===== src/twbt_pkg.sv =====
package twbt_pkg;

	////////////////////////////////////////////////////////////////////////
	// Register byte offsets
	localparam logic [7:0] REG_CTRL     = 8'h00;
	localparam logic [7:0] REG_SLAVE    = 8'h04;
	localparam logic [7:0] REG_PAT_VAL  = 8'h08;
	localparam logic [7:0] REG_PAT_CARE = 8'h0C;
	localparam logic [7:0] REG_OFFSET   = 8'h10;
	localparam logic [7:0] REG_STATUS   = 8'h14;

	////////////////////////////////////////////////////////////////////////
	// Reset values
	localparam logic [8:0]  CTRL_RST   = 9'h000;
	localparam logic [9:0]  SLAVE_RST  = 10'h000;
	localparam logic [23:0] PAT_RST    = 24'h000000;
	localparam logic [23:0] CARE_RST   = 24'h000000;
	localparam logic [11:0] OFFSET_RST = 12'h000;

	////////////////////////////////////////////////////////////////////////
	// Bus framing constants
	localparam logic [3:0]  DIR_BIT    = 4'h7;
	localparam logic [3:0]  ACK_BIT    = 4'h8;
	localparam logic [4:0]  TEN_PREFIX = 5'h1E;
	localparam logic [12:0] IDX_MAX    = 13'h1FFF;

	typedef enum logic [2:0] {
		SEL_START   = 3'b000,
		SEL_STOP    = 3'b001,
		SEL_RESTART = 3'b010,
		SEL_NACK    = 3'b011,
		SEL_RW      = 3'b100,
		SEL_DATA    = 3'b101
	} twbt_sel_t;

	// Control register layout, bit 0 upward: sel, dir, ten_bit, addr_rw,
	// pattern_byte_count, hex
	typedef struct packed {
		logic       hex;
		logic [1:0] pattern_byte_count;
		logic       addr_rw;
		logic       ten_bit;
		logic       dir;
		twbt_sel_t  sel;
	} twbt_cfg_t;

	typedef enum logic [1:0] {
		ST_IDLE  = 2'b00,
		ST_ADDR  = 2'b01,
		ST_ADDR2 = 2'b10,
		ST_DATA  = 2'b11
	} twbt_state_t;

endpackage


===== src/twbt_top.sv =====
// The register addresses and the Wishbone slave port are this design's own decisions.
`timescale 1ns/1ps

// Contract
// - Detect start as SDA falling while SCL high; trigger when start selected.
// - Detect stop as SDA rising while SCL high; trigger when stop selected.
// - Restart selected: trigger on a start seen inside an open frame.
// - Ninth bit of each unit is the ack slot; high there is a not-acknowledge.
// - Not-acknowledge selected: trigger on any acknowledge slot sampled high.
// - Direction is the eighth bit of the first unit after start.
// - Direction 1 means master reads, 0 means master writes.
// - Address is reported as seven bits, or ten in ten-bit mode, direction flagged separately.
// - Configuration compares address with or without the direction bit.
// - Ten-bit addressing through the reserved prefix, up to 0x3FF.
// - Read/write trigger needs matching direction and matching slave address.
// - Data match compares one to three bytes, count set by configuration.
// - A byte offset of 0 to 4095 precedes the first compared byte.
// - Each pattern bit is one, zero or don't-care.
// - In hex mode don't-care applies to whole bytes only.
module twbt_top (
	// Clock and reset
	input  wire logic        CLK_SYS_IN,
	input  wire logic        RSTN_IN,
	// Wishbone slave
	input  wire logic        WB_CYC_IN,
	input  wire logic        WB_STB_IN,
	input  wire logic        WB_WE_IN,
	input  wire logic [7:0]  WB_ADR_IN,
	input  wire logic [3:0]  WB_SEL_IN,
	input  wire logic [31:0] WB_DAT_IN,
	output logic      [31:0] WB_DAT_OUT,
	output logic             WB_ACK_OUT,
	// Monitored bus
	input  wire logic        SCL_IN,
	input  wire logic        SDA_IN,
	// Trigger
	output logic             TRIG_OUT
);

	////////////////////////////////////////////////////////////////////////
	// Register file over Wishbone

	twbt_pkg::twbt_cfg_t cfg, next_cfg;
	logic [9:0]          slave, next_slave;
	logic [23:0]         pat, next_pat;
	logic [23:0]         care, next_care;
	logic [11:0]         offset, next_offset;
	logic                wb_ack, next_wb_ack;
	logic [31:0]         rdat, next_rdat;
	logic [31:0]         status;
	logic                req;
	twbt_pkg::twbt_state_t state, next_state;
	logic                  in_frame, next_in_frame;
	logic                  dir, next_dir;
	logic                  nack, next_nack;
	logic                  addr_ok, next_addr_ok;
	logic [9:0]            last_addr, next_last_addr;

	function automatic logic [31:0] merge(input logic [31:0] old_v,
		input logic [31:0] new_v, input logic [3:0] lanes);
		logic [31:0] res;
		res = old_v;
		for (int i = 0; i < 4; i++) begin
			if (lanes[i]) begin
				res[i*8 +: 8] = new_v[i*8 +: 8];
			end
		end
		return res;
	endfunction

	assign req    = WB_CYC_IN & WB_STB_IN & ~wb_ack;
	assign status = {6'h00, last_addr, 10'h000, state,
		addr_ok, nack, dir, in_frame};

	always_comb begin
		next_cfg    = cfg;
		next_slave  = slave;
		next_pat    = pat;
		next_care   = care;
		next_offset = offset;
		next_wb_ack = req;
		next_rdat   = rdat;
		if (req) begin
			// Unmapped offsets read zero and ignore writes
			unique case (WB_ADR_IN)
				twbt_pkg::REG_CTRL:     next_rdat = {23'h000000, cfg};
				twbt_pkg::REG_SLAVE:    next_rdat = {22'h000000, slave};
				twbt_pkg::REG_PAT_VAL:  next_rdat = {8'h00, pat};
				twbt_pkg::REG_PAT_CARE: next_rdat = {8'h00, care};
				twbt_pkg::REG_OFFSET:   next_rdat = {20'h00000, offset};
				twbt_pkg::REG_STATUS:   next_rdat = status;
				default:                next_rdat = 32'h00000000;
			endcase
			if (WB_WE_IN) begin
				unique case (WB_ADR_IN)
					twbt_pkg::REG_CTRL: next_cfg = twbt_pkg::twbt_cfg_t'(9'(
						merge({23'h000000, cfg}, WB_DAT_IN, WB_SEL_IN)));
					twbt_pkg::REG_SLAVE: next_slave = 10'(merge(
						{22'h000000, slave}, WB_DAT_IN, WB_SEL_IN));
					twbt_pkg::REG_PAT_VAL: next_pat =
						24'(merge({8'h00, pat}, WB_DAT_IN, WB_SEL_IN));
					twbt_pkg::REG_PAT_CARE: next_care =
						24'(merge({8'h00, care}, WB_DAT_IN, WB_SEL_IN));
					twbt_pkg::REG_OFFSET: next_offset = 12'(merge(
						{20'h00000, offset}, WB_DAT_IN, WB_SEL_IN));
					default: ;
				endcase
			end
		end
	end

	always_ff @(posedge CLK_SYS_IN or negedge RSTN_IN) begin
		if (!RSTN_IN) begin
			cfg    <= twbt_pkg::twbt_cfg_t'(twbt_pkg::CTRL_RST);
			slave  <= twbt_pkg::SLAVE_RST;
			pat    <= twbt_pkg::PAT_RST;
			care   <= twbt_pkg::CARE_RST;
			offset <= twbt_pkg::OFFSET_RST;
			wb_ack <= 1'b0;
			rdat   <= 32'h00000000;
		end else begin
			cfg    <= next_cfg;
			slave  <= next_slave;
			pat    <= next_pat;
			care   <= next_care;
			offset <= next_offset;
			wb_ack <= next_wb_ack;
			rdat   <= next_rdat;
		end
	end

	assign WB_ACK_OUT = wb_ack;
	assign WB_DAT_OUT = rdat;

	////////////////////////////////////////////////////////////////////////
	// Pin synchronisers; edges come from the second stage onward only

	logic scl_meta, scl_s, scl_prev;
	logic sda_meta, sda_s, sda_prev;
	logic start_ev, stop_ev, scl_rise;
	always_ff @(posedge CLK_SYS_IN or negedge RSTN_IN) begin
		if (!RSTN_IN) begin
			scl_meta <= 1'b1;
			scl_s    <= 1'b1;
			scl_prev <= 1'b1;
			sda_meta <= 1'b1;
			sda_s    <= 1'b1;
			sda_prev <= 1'b1;
		end else begin
			scl_meta <= SCL_IN;
			scl_s    <= scl_meta;
			scl_prev <= scl_s;
			sda_meta <= SDA_IN;
			sda_s    <= sda_meta;
			sda_prev <= sda_s;
		end
	end

	// SCL must stay high across the SDA edge, so both samples are checked
	assign start_ev = scl_s & scl_prev & sda_prev & ~sda_s;
	assign stop_ev  = scl_s & scl_prev & ~sda_prev & sda_s;
	assign scl_rise = scl_s & ~scl_prev;

	////////////////////////////////////////////////////////////////////////
	// Frame decoder and trigger

	logic [3:0]  bit_cnt, next_bit_cnt;
	logic [7:0]  sreg, next_sreg;
	logic [1:0]  addr_hi, next_addr_hi;
	logic        data_ok, next_data_ok;
	logic [12:0] data_idx, next_data_idx;
	logic        trig, next_trig;
	logic [7:0]  byte_val, pat_b, care_b, care_e;
	logic [12:0] rel, ncmp;
	logic        ok7, ok10, in_win, hit;
	always_comb begin
		next_state     = state;
		next_in_frame  = in_frame;
		next_dir       = dir;
		next_nack      = nack;
		next_addr_ok   = addr_ok;
		next_last_addr = last_addr;
		next_bit_cnt   = bit_cnt;
		next_sreg      = sreg;
		next_addr_hi   = addr_hi;
		next_data_ok   = data_ok;
		next_data_idx  = data_idx;
		next_trig      = 1'b0;
		byte_val       = {sreg[6:0], sda_s};
		ok7 = cfg.addr_rw ? (byte_val == slave[7:0])
			: (byte_val[7:1] == slave[6:0]);
		ok10 = ({addr_hi, byte_val} == slave);
		ncmp = (cfg.pattern_byte_count == 2'b00) ? 13'h0001
			: {11'h000, cfg.pattern_byte_count};
		rel    = data_idx - {1'b0, offset};
		in_win = (data_idx >= {1'b0, offset}) && (rel < ncmp);
		unique case (rel[1:0])
			2'b00:   begin pat_b = pat[7:0];   care_b = care[7:0];   end
			2'b01:   begin pat_b = pat[15:8];  care_b = care[15:8];  end
			default: begin pat_b = pat[23:16]; care_b = care[23:16]; end
		endcase
		// Hex entry can only blank a byte as a whole
		care_e = cfg.hex ? {8{|care_b}} : care_b;
		hit    = ((byte_val ^ pat_b) & care_e) == 8'h00;
		if (start_ev) begin
			next_trig = (cfg.sel == twbt_pkg::SEL_START)
				| ((cfg.sel == twbt_pkg::SEL_RESTART) & in_frame);
			next_in_frame = 1'b1;
			next_state    = twbt_pkg::ST_ADDR;
			next_bit_cnt  = 4'h0;
			next_addr_ok  = 1'b0;
			next_data_ok  = 1'b1;
			next_data_idx = 13'h0000;
		end else if (stop_ev) begin
			next_trig     = (cfg.sel == twbt_pkg::SEL_STOP);
			next_in_frame = 1'b0;
			next_state    = twbt_pkg::ST_IDLE;
			next_bit_cnt  = 4'h0;
		end else if (scl_rise && state != twbt_pkg::ST_IDLE) begin
			next_sreg = byte_val;
			if (bit_cnt == twbt_pkg::ACK_BIT) begin
				next_bit_cnt = 4'h0;
				next_nack    = sda_s;
				next_trig    = (cfg.sel == twbt_pkg::SEL_NACK) & sda_s;
			end else begin
				next_bit_cnt = bit_cnt + 4'h1;
			end
			if (bit_cnt == twbt_pkg::DIR_BIT) begin
				unique case (state)
					twbt_pkg::ST_ADDR: begin
						next_dir = sda_s;
						if (cfg.ten_bit &&
							byte_val[7:3] == twbt_pkg::TEN_PREFIX) begin
							next_addr_hi = byte_val[2:1];
							next_state   = twbt_pkg::ST_ADDR2;
						end else begin
							next_addr_ok   = ok7;
							next_last_addr = {3'h0, byte_val[7:1]};
							next_state     = twbt_pkg::ST_DATA;
							next_trig = (cfg.sel == twbt_pkg::SEL_RW)
								& ok7 & (sda_s == cfg.dir);
						end
					end
					twbt_pkg::ST_ADDR2: begin
						next_addr_ok   = ok10;
						next_last_addr = {addr_hi, byte_val};
						next_state     = twbt_pkg::ST_DATA;
						next_trig = (cfg.sel == twbt_pkg::SEL_RW)
							& ok10 & (dir == cfg.dir);
					end
					twbt_pkg::ST_DATA: begin
						if (in_win) begin
							next_data_ok = data_ok & hit;
							next_trig = (cfg.sel == twbt_pkg::SEL_DATA)
								& (rel == ncmp - 13'h0001)
								& data_ok & hit & addr_ok;
						end
						if (data_idx != twbt_pkg::IDX_MAX) begin
							next_data_idx = data_idx + 13'h0001;
						end
					end
					twbt_pkg::ST_IDLE: ;
				endcase
			end
		end
	end

	always_ff @(posedge CLK_SYS_IN or negedge RSTN_IN) begin
		if (!RSTN_IN) begin
			state     <= twbt_pkg::ST_IDLE;
			in_frame  <= 1'b0;
			dir       <= 1'b0;
			nack      <= 1'b0;
			addr_ok   <= 1'b0;
			last_addr <= 10'h000;
			bit_cnt   <= 4'h0;
			sreg      <= 8'h00;
			addr_hi   <= 2'h0;
			data_ok   <= 1'b0;
			data_idx  <= 13'h0000;
			trig      <= 1'b0;
		end else begin
			state     <= next_state;
			in_frame  <= next_in_frame;
			dir       <= next_dir;
			nack      <= next_nack;
			addr_ok   <= next_addr_ok;
			last_addr <= next_last_addr;
			bit_cnt   <= next_bit_cnt;
			sreg      <= next_sreg;
			addr_hi   <= next_addr_hi;
			data_ok   <= next_data_ok;
			data_idx  <= next_data_idx;
			trig      <= next_trig;
		end
	end

	assign TRIG_OUT = trig;
endmodule // twbt_top


===== config.mk =====
export PLATFORM = sky130hd
export DESIGN_NAME = twbt_top
export DESIGN_NICKNAME = d
export VERILOG_FILES = /design/src/twbt_pkg.sv /design/src/twbt_top.sv
export SDC_FILE = /design/constraint.sdc
export NUM_CORES = 1
export LEC_CHECK = 0
export BUFFER_PORTS_ARGS = -buffer_cell sky130_fd_sc_hd__buf_4
export CAP_MARGIN = 40
export CORE_UTILIZATION = 30
export DETAILED_ROUTE_END_ITERATION = 12
export PLACE_DENSITY_LB_ADDON = 0.3
export SLEW_MARGIN = 20
export SYNTH_ARGS = -nofsm -noshare
export SYNTH_HDL_FRONTEND = slang
export SYNTH_SLANG_ARGS = --single-unit

===== constraint.sdc =====
create_clock -name CLK_SYS_IN -period 3.29 [get_ports CLK_SYS_IN]
set_input_delay 0.987 -clock CLK_SYS_IN [delete_from_list [all_inputs] [get_ports CLK_SYS_IN]]
set_output_delay 0.987 -clock CLK_SYS_IN [all_outputs]
set_load 0.02 [all_outputs]

## Yosys cells after proc, flatten, opt, wreduce, memory -nomap -nowiden

Cells that the tools add are included.
W data, S select, Z words.

| operators by class | value |
|---|---|
| add/subtract/negate cells | 4 |
| magnitude comparators | 2 |
| eq/ne operators | 27 |
| multiplexer cells | 46 |
| bitwise operators | 28 |
| reductions and logical operators | 42 |

Operators with widths:

| cell | number |
|---|---|
| $pmux W26 S6 | 1 |
| $mux W13 | 6 |
| $reduce_and A4 Y1 | 13 |
| $pmux W8 S2 | 2 |
| $mux W1 | 22 |
| $pmux W10 S2 | 1 |
| $reduce_and A5 Y1 | 4 |
| $and A1 B1 Y1 | 19 |
| $eq A8 B4 Y1 const B | 2 |
| $eq A8 B5 Y1 const B | 2 |
| $logic_not A8 Y1 | 2 |
| $mux W4 | 4 |
| $reduce_bool A2 Y1 | 8 |
| $add A13 B1 Y13 const B | 1 |
| $eq A13 B13 Y1 | 1 |
| $ge A13 B12 Y1 | 1 |
| $lt A13 B2 Y1 | 1 |
| $ne A13 B13 Y1 const B | 1 |
| $sub A13 B12 Y13 | 1 |
| $reduce_and A6 Y1 | 2 |
| $eq A10 B10 Y1 | 1 |
| $mux W10 | 1 |
| $mux W2 | 5 |
| $reduce_bool A3 Y1 | 3 |
| other kinds (30) | 45 |

| word-level totals | value |
|---|---|
| register bits | 162 |
| bits of input ports | 51 |
| output and inout bits | 34 |
| word-level logic and storage cells | 185 |

## Longest topological paths before layout

| logic depth | value |
|---|---|
| depth after elaboration | 15 |
| gate-level depth with buffers | 13 |
| depth with buffers taken out | 11 |

## Worst setup path before layout

OpenSTA, ideal clock, no wires.

| path | value |
|---|---|
| kind | register -> register |
| from | register data_idx[0] |
| to | register data_ok |
| data arrival time | 2.524 ns |
| path slack | 0.699 ns |
| cell stages (with the launch flop) | 13 |
| buffers on the path | 2 |
| clock period less this slack | 2.591 ns |
| cells stage by stage | dfrtp_1 > inv_1 > ha_1 > inv_1 > fa_1 > buf_4 > buf_4 > o211ai_1 > a21oi_1 > a2111oi_2 > o2111ai_1 > o41ai_1 > o31a_1 |

| on the way | value |
|---|---|
| longest elaborated chain between the ends | 14 |
| elaborated cells between the ends (all ways) | 22 |
| those cells by class | add/sub (1); order compare (2); eq/ne (1); mux (9); bitwise (3); reduce/logical (6) |

RTL lines:

| item | line | source |
|---|---|---|
| start: declaration | twbt_top.sv:171 | `logic [12:0] data_idx, next_data_idx;` |
| start signal: assignment | twbt_top.sv:293 | `data_idx <= next_data_idx;` |
| $sub A13 B12 Y13 | twbt_top.sv:195 | `rel = data_idx - {1'b0, offset};` |
| $eq A2 B1 Y1 or $logic_not A2 Y1 (tied branches) | twbt_top.sv:197 | `unique case (rel[1:0])` |
| $pmux W8 S2 | twbt_top.sv:197 |  |
| $reduce_or A8 Y1 | twbt_top.sv:203 | `care_e = cfg.hex ? {8{\|care_b}} : care_b;` |
| $mux W8 | twbt_top.sv:203 |  |
| $and A8 B8 Y8 | twbt_top.sv:204 | `hit = ((byte_val ^ pat_b) & care_e) == 8'h00;` |
| $logic_not A8 Y1 | twbt_top.sv:204 |  |
| $and A1 B1 Y1 | twbt_top.sv:253 | `next_data_ok = data_ok & hit;` |
| $mux W1 | twbt_top.sv:252 | `if (in_win) begin` |
| $mux W1 | twbt_top.sv:229 | `unique case (state)` |
| $mux W1 | twbt_top.sv:228 | `if (bit_cnt == twbt_pkg::DIR_BIT) begin` |
| $mux W1 | twbt_top.sv:219 | `end else if (scl_rise && state != twbt_pkg::ST_IDLE) begin` |
| $mux W1 | twbt_top.sv:214 | `end else if (stop_ev) begin` |
| $mux W1 | twbt_top.sv:205 | `if (start_ev) begin` |
| end signal: assignment | twbt_top.sv:292 | `data_ok <= next_data_ok;` |
| end: declaration | twbt_top.sv:170 | `logic data_ok, next_data_ok;` |

Several ways; a longest one is shown, not always the timed one. The select of a mux whose other input is x is not followed.
A chain may end at the register's enable or synchronous reset.

## Final worst setup path

Same ends and word-level chain as after synthesis.

==> flow_metrics.tcl <==
set metrics [dict create \
    top_layer_used "met4" \
    fin_crit_sh_pct 91.45 \
    nets 944 \
    final_cells 1262 \
    crit_path_max_incr_delay_ns 0.63 \
    syn2layout_area_growth_pct 18.76 \
    cts_setup_buffers 0 \
    start_util_pct 30.54 \
    critical_path_class "flip-flop to flip-flop" \
    crit_fanout 15 \
    dr.pass1.iters 5 \
    syn_inst 801 \
    async_reset_ff_share_pct 100.0 \
    rsz0062_at_grt "false" \
    setup-tns-final_ns 0 \
    maxCapViolCount 0 \
    crit-reg2reg-launch "data_idx[0]" \
    yosysTopAreaCell "dfrtp_1" \
    cts_hold_buf 0 \
    grt_max_degree 57 \
    ys_warn_count 0 \
    dp.final_hpwl_mm 17.13 \
    n_antenna_cell 0 \
    dp_cells 1230 \
    hp-class "flip-flop to flip-flop" \
    drtIter0Drc 438 \
    slew_headroom_pct 42.21 \
    numCtsBuffers 17 \
    peakVddDrop_v 0.0003649 \
    critPathLaunch "data_idx[0]" \
    yosysSeqAreaShare_pct 46.09 \
    coreArea_sq_mm 0.02778 \
    cts_tree "done" \
    track_usage_pct 16.79 \
    rows 61 \
    status "finished clean" \
    critPathSlowestCell "fa_1" \
    overflow 0 \
    ys_ff_latch 156 \
    synth-main-ff-cell "dfrtp_1" \
    path_clk_slew_ns 0.07 \
    cts_buffer_depth 2 \
    die_area_sq_mm 0.02896 \
    power_density_mw_per_mm2 465.2 \
    die_x_um 170.2 \
    wirelength_mm 23.26 \
    path_cells "inv_1 > ha_1 > inv_1 > fa_1 > buf_4 > nand2_1 > o21ai_1 > xor2_1 > and3b_1 > o2111ai_1 > o41ai_1 > o31a_1" \
    synth.avg_cell_area_sq_um 10.59 \
    ios 85 \
    hold_viol 0 \
    critPathCaptureType "flip-flop" \
    dr_wl_met3_um 935 \
    place_congestion 0.8792 \
    wl_met1_mm 11.58 \
    min_period_ns 3.009 \
    fp.dieH_um 170.2 \
    wl_met2_mm 10.28 \
    insertion_delay_ns 0.43 \
    vias_per_cell 4.970 \
    setup_viol 0 \
    leakage_nw 4.623 \
    fillers 2844 \
    cts_root_buffer "clkbuf_16" \
    netlist_area_sq_mm 0.008486 \
    ant_nets 0 \
    startpoint_type "flip-flop" \
    drc 0 \
    arrival_ns 3.33 \
    synth_top_area_share_pct 44.23 \
    worstMarginPinSlew_ns 0.8630 \
    cts_max_level 4 \
    antenna_found_initial 0 \
    crit_top_cell "inv_1" \
    vias 6272 \
    fmax_mhz 332.4 \
    drv_slew 0 \
    cts_resized 0 \
    synth_edf_count 0 \
    routedWlPerCell_um 18.43 \
    total_power_mw 4.688 \
    clock_sinks 156 \
    layout-drive-gt1-share_pct 25.23 \
    grt_pass1_wl_mm 36.20 \
    synth_area_leaders "dfrtp_1 44%, mux2_2 10%, mux2i_1 4.4%" \
    hold_start "sda_meta" \
    io_buffers 69 \
    synth.distinct_cells 74 \
    grt_pass1_vias 6215 \
    fin_skew_ns 0.008521 \
    required_ns 3.61 \
]
area by class of cell:
class,count,area [sq um],area share (%)
clock buffer,20,466.7,4.631
clock inverter,12,140.1,1.391
timing repair buffer,90,716.9,7.114
tap,378,473.0,4.693
inverter,29,108.9,1.080
multi-input combinational,577,4260,42.28
sequential,156,3911,38.81
per-stage QoR:
stage | cell area [sq um] | hold slack [ns] | util (%) | worst slack (ns)
final | 10080 | 0.3562 | 36.27 | 0.2813
after global routing | 10080 | 0.3595 | 36.27 | 0.1317
after CTS | 10080 | 0.3571 | 36.27 | 0.2893
after detailed placement | 9470 | 0.3468 | 34.09 | 0.2976
after global placement | 9470 | 0.3470 | 34.09 | 0.2996
after floorplan | 8504 | 0.3452 | - | 0.6994
state kept, by name (all words and copies together), names as in the netlist, 2 cells and up:
| name | cells |
|---|---|
| addr_hi | 2 |
| cfg | 9 |
| state | 2 |
| WB_DAT_OUT | 26 |
| pat | 24 |
| sreg | 7 |
| last_addr | 10 |
| offset | 12 |
| care | 24 |
| slave | 10 |
| bit_cnt | 4 |
| data_idx | 13 |
layout by cell type (no fill, tap or decap), drive strengths merged, types with 6 or more instances in the layout:
| cell | n |
|---|---|
| nor2 | 45 |
| dfrtp | 150 |
| mux2 | 91 |
| a21oi | 24 |
| ha | 21 |
| a221oi | 12 |
| inv | 29 |
| conb | 6 |
| xnor2 | 27 |
| buf | 90 |
| mux2i | 38 |
| clkinv | 7 |
| o22ai | 6 |
| nand3 | 13 |
| nor2b | 7 |
| o21ai | 68 |
| nor3 | 13 |
| clkbuf | 20 |
| or3 | 7 |
| o21a | 6 |
| xor2 | 9 |
| nand4 | 14 |
| nand2 | 87 |
| dfstp | 6 |
| a211o | 6 |
| o211ai | 9 |
| a222oi | 9 |
power by group:
part | total [mW] | internal, mW | leakage, nW | switching [mW]
clock network | 2.02 | 1.18 | 0.288 | 0.840
logic | 0.496 | 0.242 | 2.27 | 0.254
registers | 2.17 | 2.00 | 2.07 | 0.170
cells by family (layout without fill, tap and decap cells):
family,after synthesis,in the layout,share of synthesized area [%]
AO/OA/AOI/OAI,164,164,13.08
XOR/XNOR,36,36,3.716
adder cells (fa/ha/maj),22,22,3.332
buffers and inverters,73,151,3.922
flip-flops,156,156,46.09
multiplexers,129,129,16.75
other,1,6,0.04419
AND/OR/NAND/NOR,220,220,13.06
layer usage:
layer	GRT usage [%]	up-vias
met5	0	-
met4	5.719	0
met3	2.860	25
met2	25.62	145
met1	23.86	3069
li1	-	3033
critical path, delay by kind of cell, from the launching register on:
| kind | cells | cell delay (ns) |
|---|---|---|
| and+or+nand+nor | 2 | 0.28 |
| DFF | 1 | 0.41 |
| xor gates and xnor gates | 1 | 0.23 |
| AOI/OAI and AO/OA | 4 | 0.80 |
| buffers and inverters | 3 | 0.38 |
| adders and majority gates | 2 | 0.79 |
synthesized netlist by cell type (4+ instances only):
| cell type | count |
|---|---|
| nor2_1 | 44 |
| a211o_1 | 6 |
| mux2_2 | 76 |
| nand2_1 | 87 |
| buf_4 | 8 |
| dfstp_2 | 6 |
| o211ai_1 | 9 |
| a221oi_1 | 12 |
| mux2i_1 | 37 |
| o21a_1 | 6 |
| o21ai_0 | 63 |
| a222oi_1 | 9 |
| xor2_1 | 9 |
| mux2_1 | 14 |
| o21ai_1 | 5 |
| nand2b_1 | 4 |
| buf_2 | 8 |
| a21oi_1 | 23 |
| or3_1 | 7 |
| nand4_1 | 13 |
| ha_1 | 21 |
| o22ai_1 | 6 |
| clkbuf_1 | 25 |
| nor2b_1 | 7 |
| inv_1 | 26 |
| nor3_1 | 10 |
| xnor2_1 | 27 |
| nand3_1 | 13 |
| dfrtp_1 | 150 |
worst paths after layout:
kind	endpoint	slack (ns)	cells past startpoint
max reg2reg	data_ok	0.28	12
min	sda_s	0.36	0
max	data_ok	0.28	12
max in group asynchronous	sda_prev	2.06	2
min reg2reg	sda_s	0.36	0
min in group asynchronous	pat[23]	0.53	1
(Power assumes the default switching activity.)
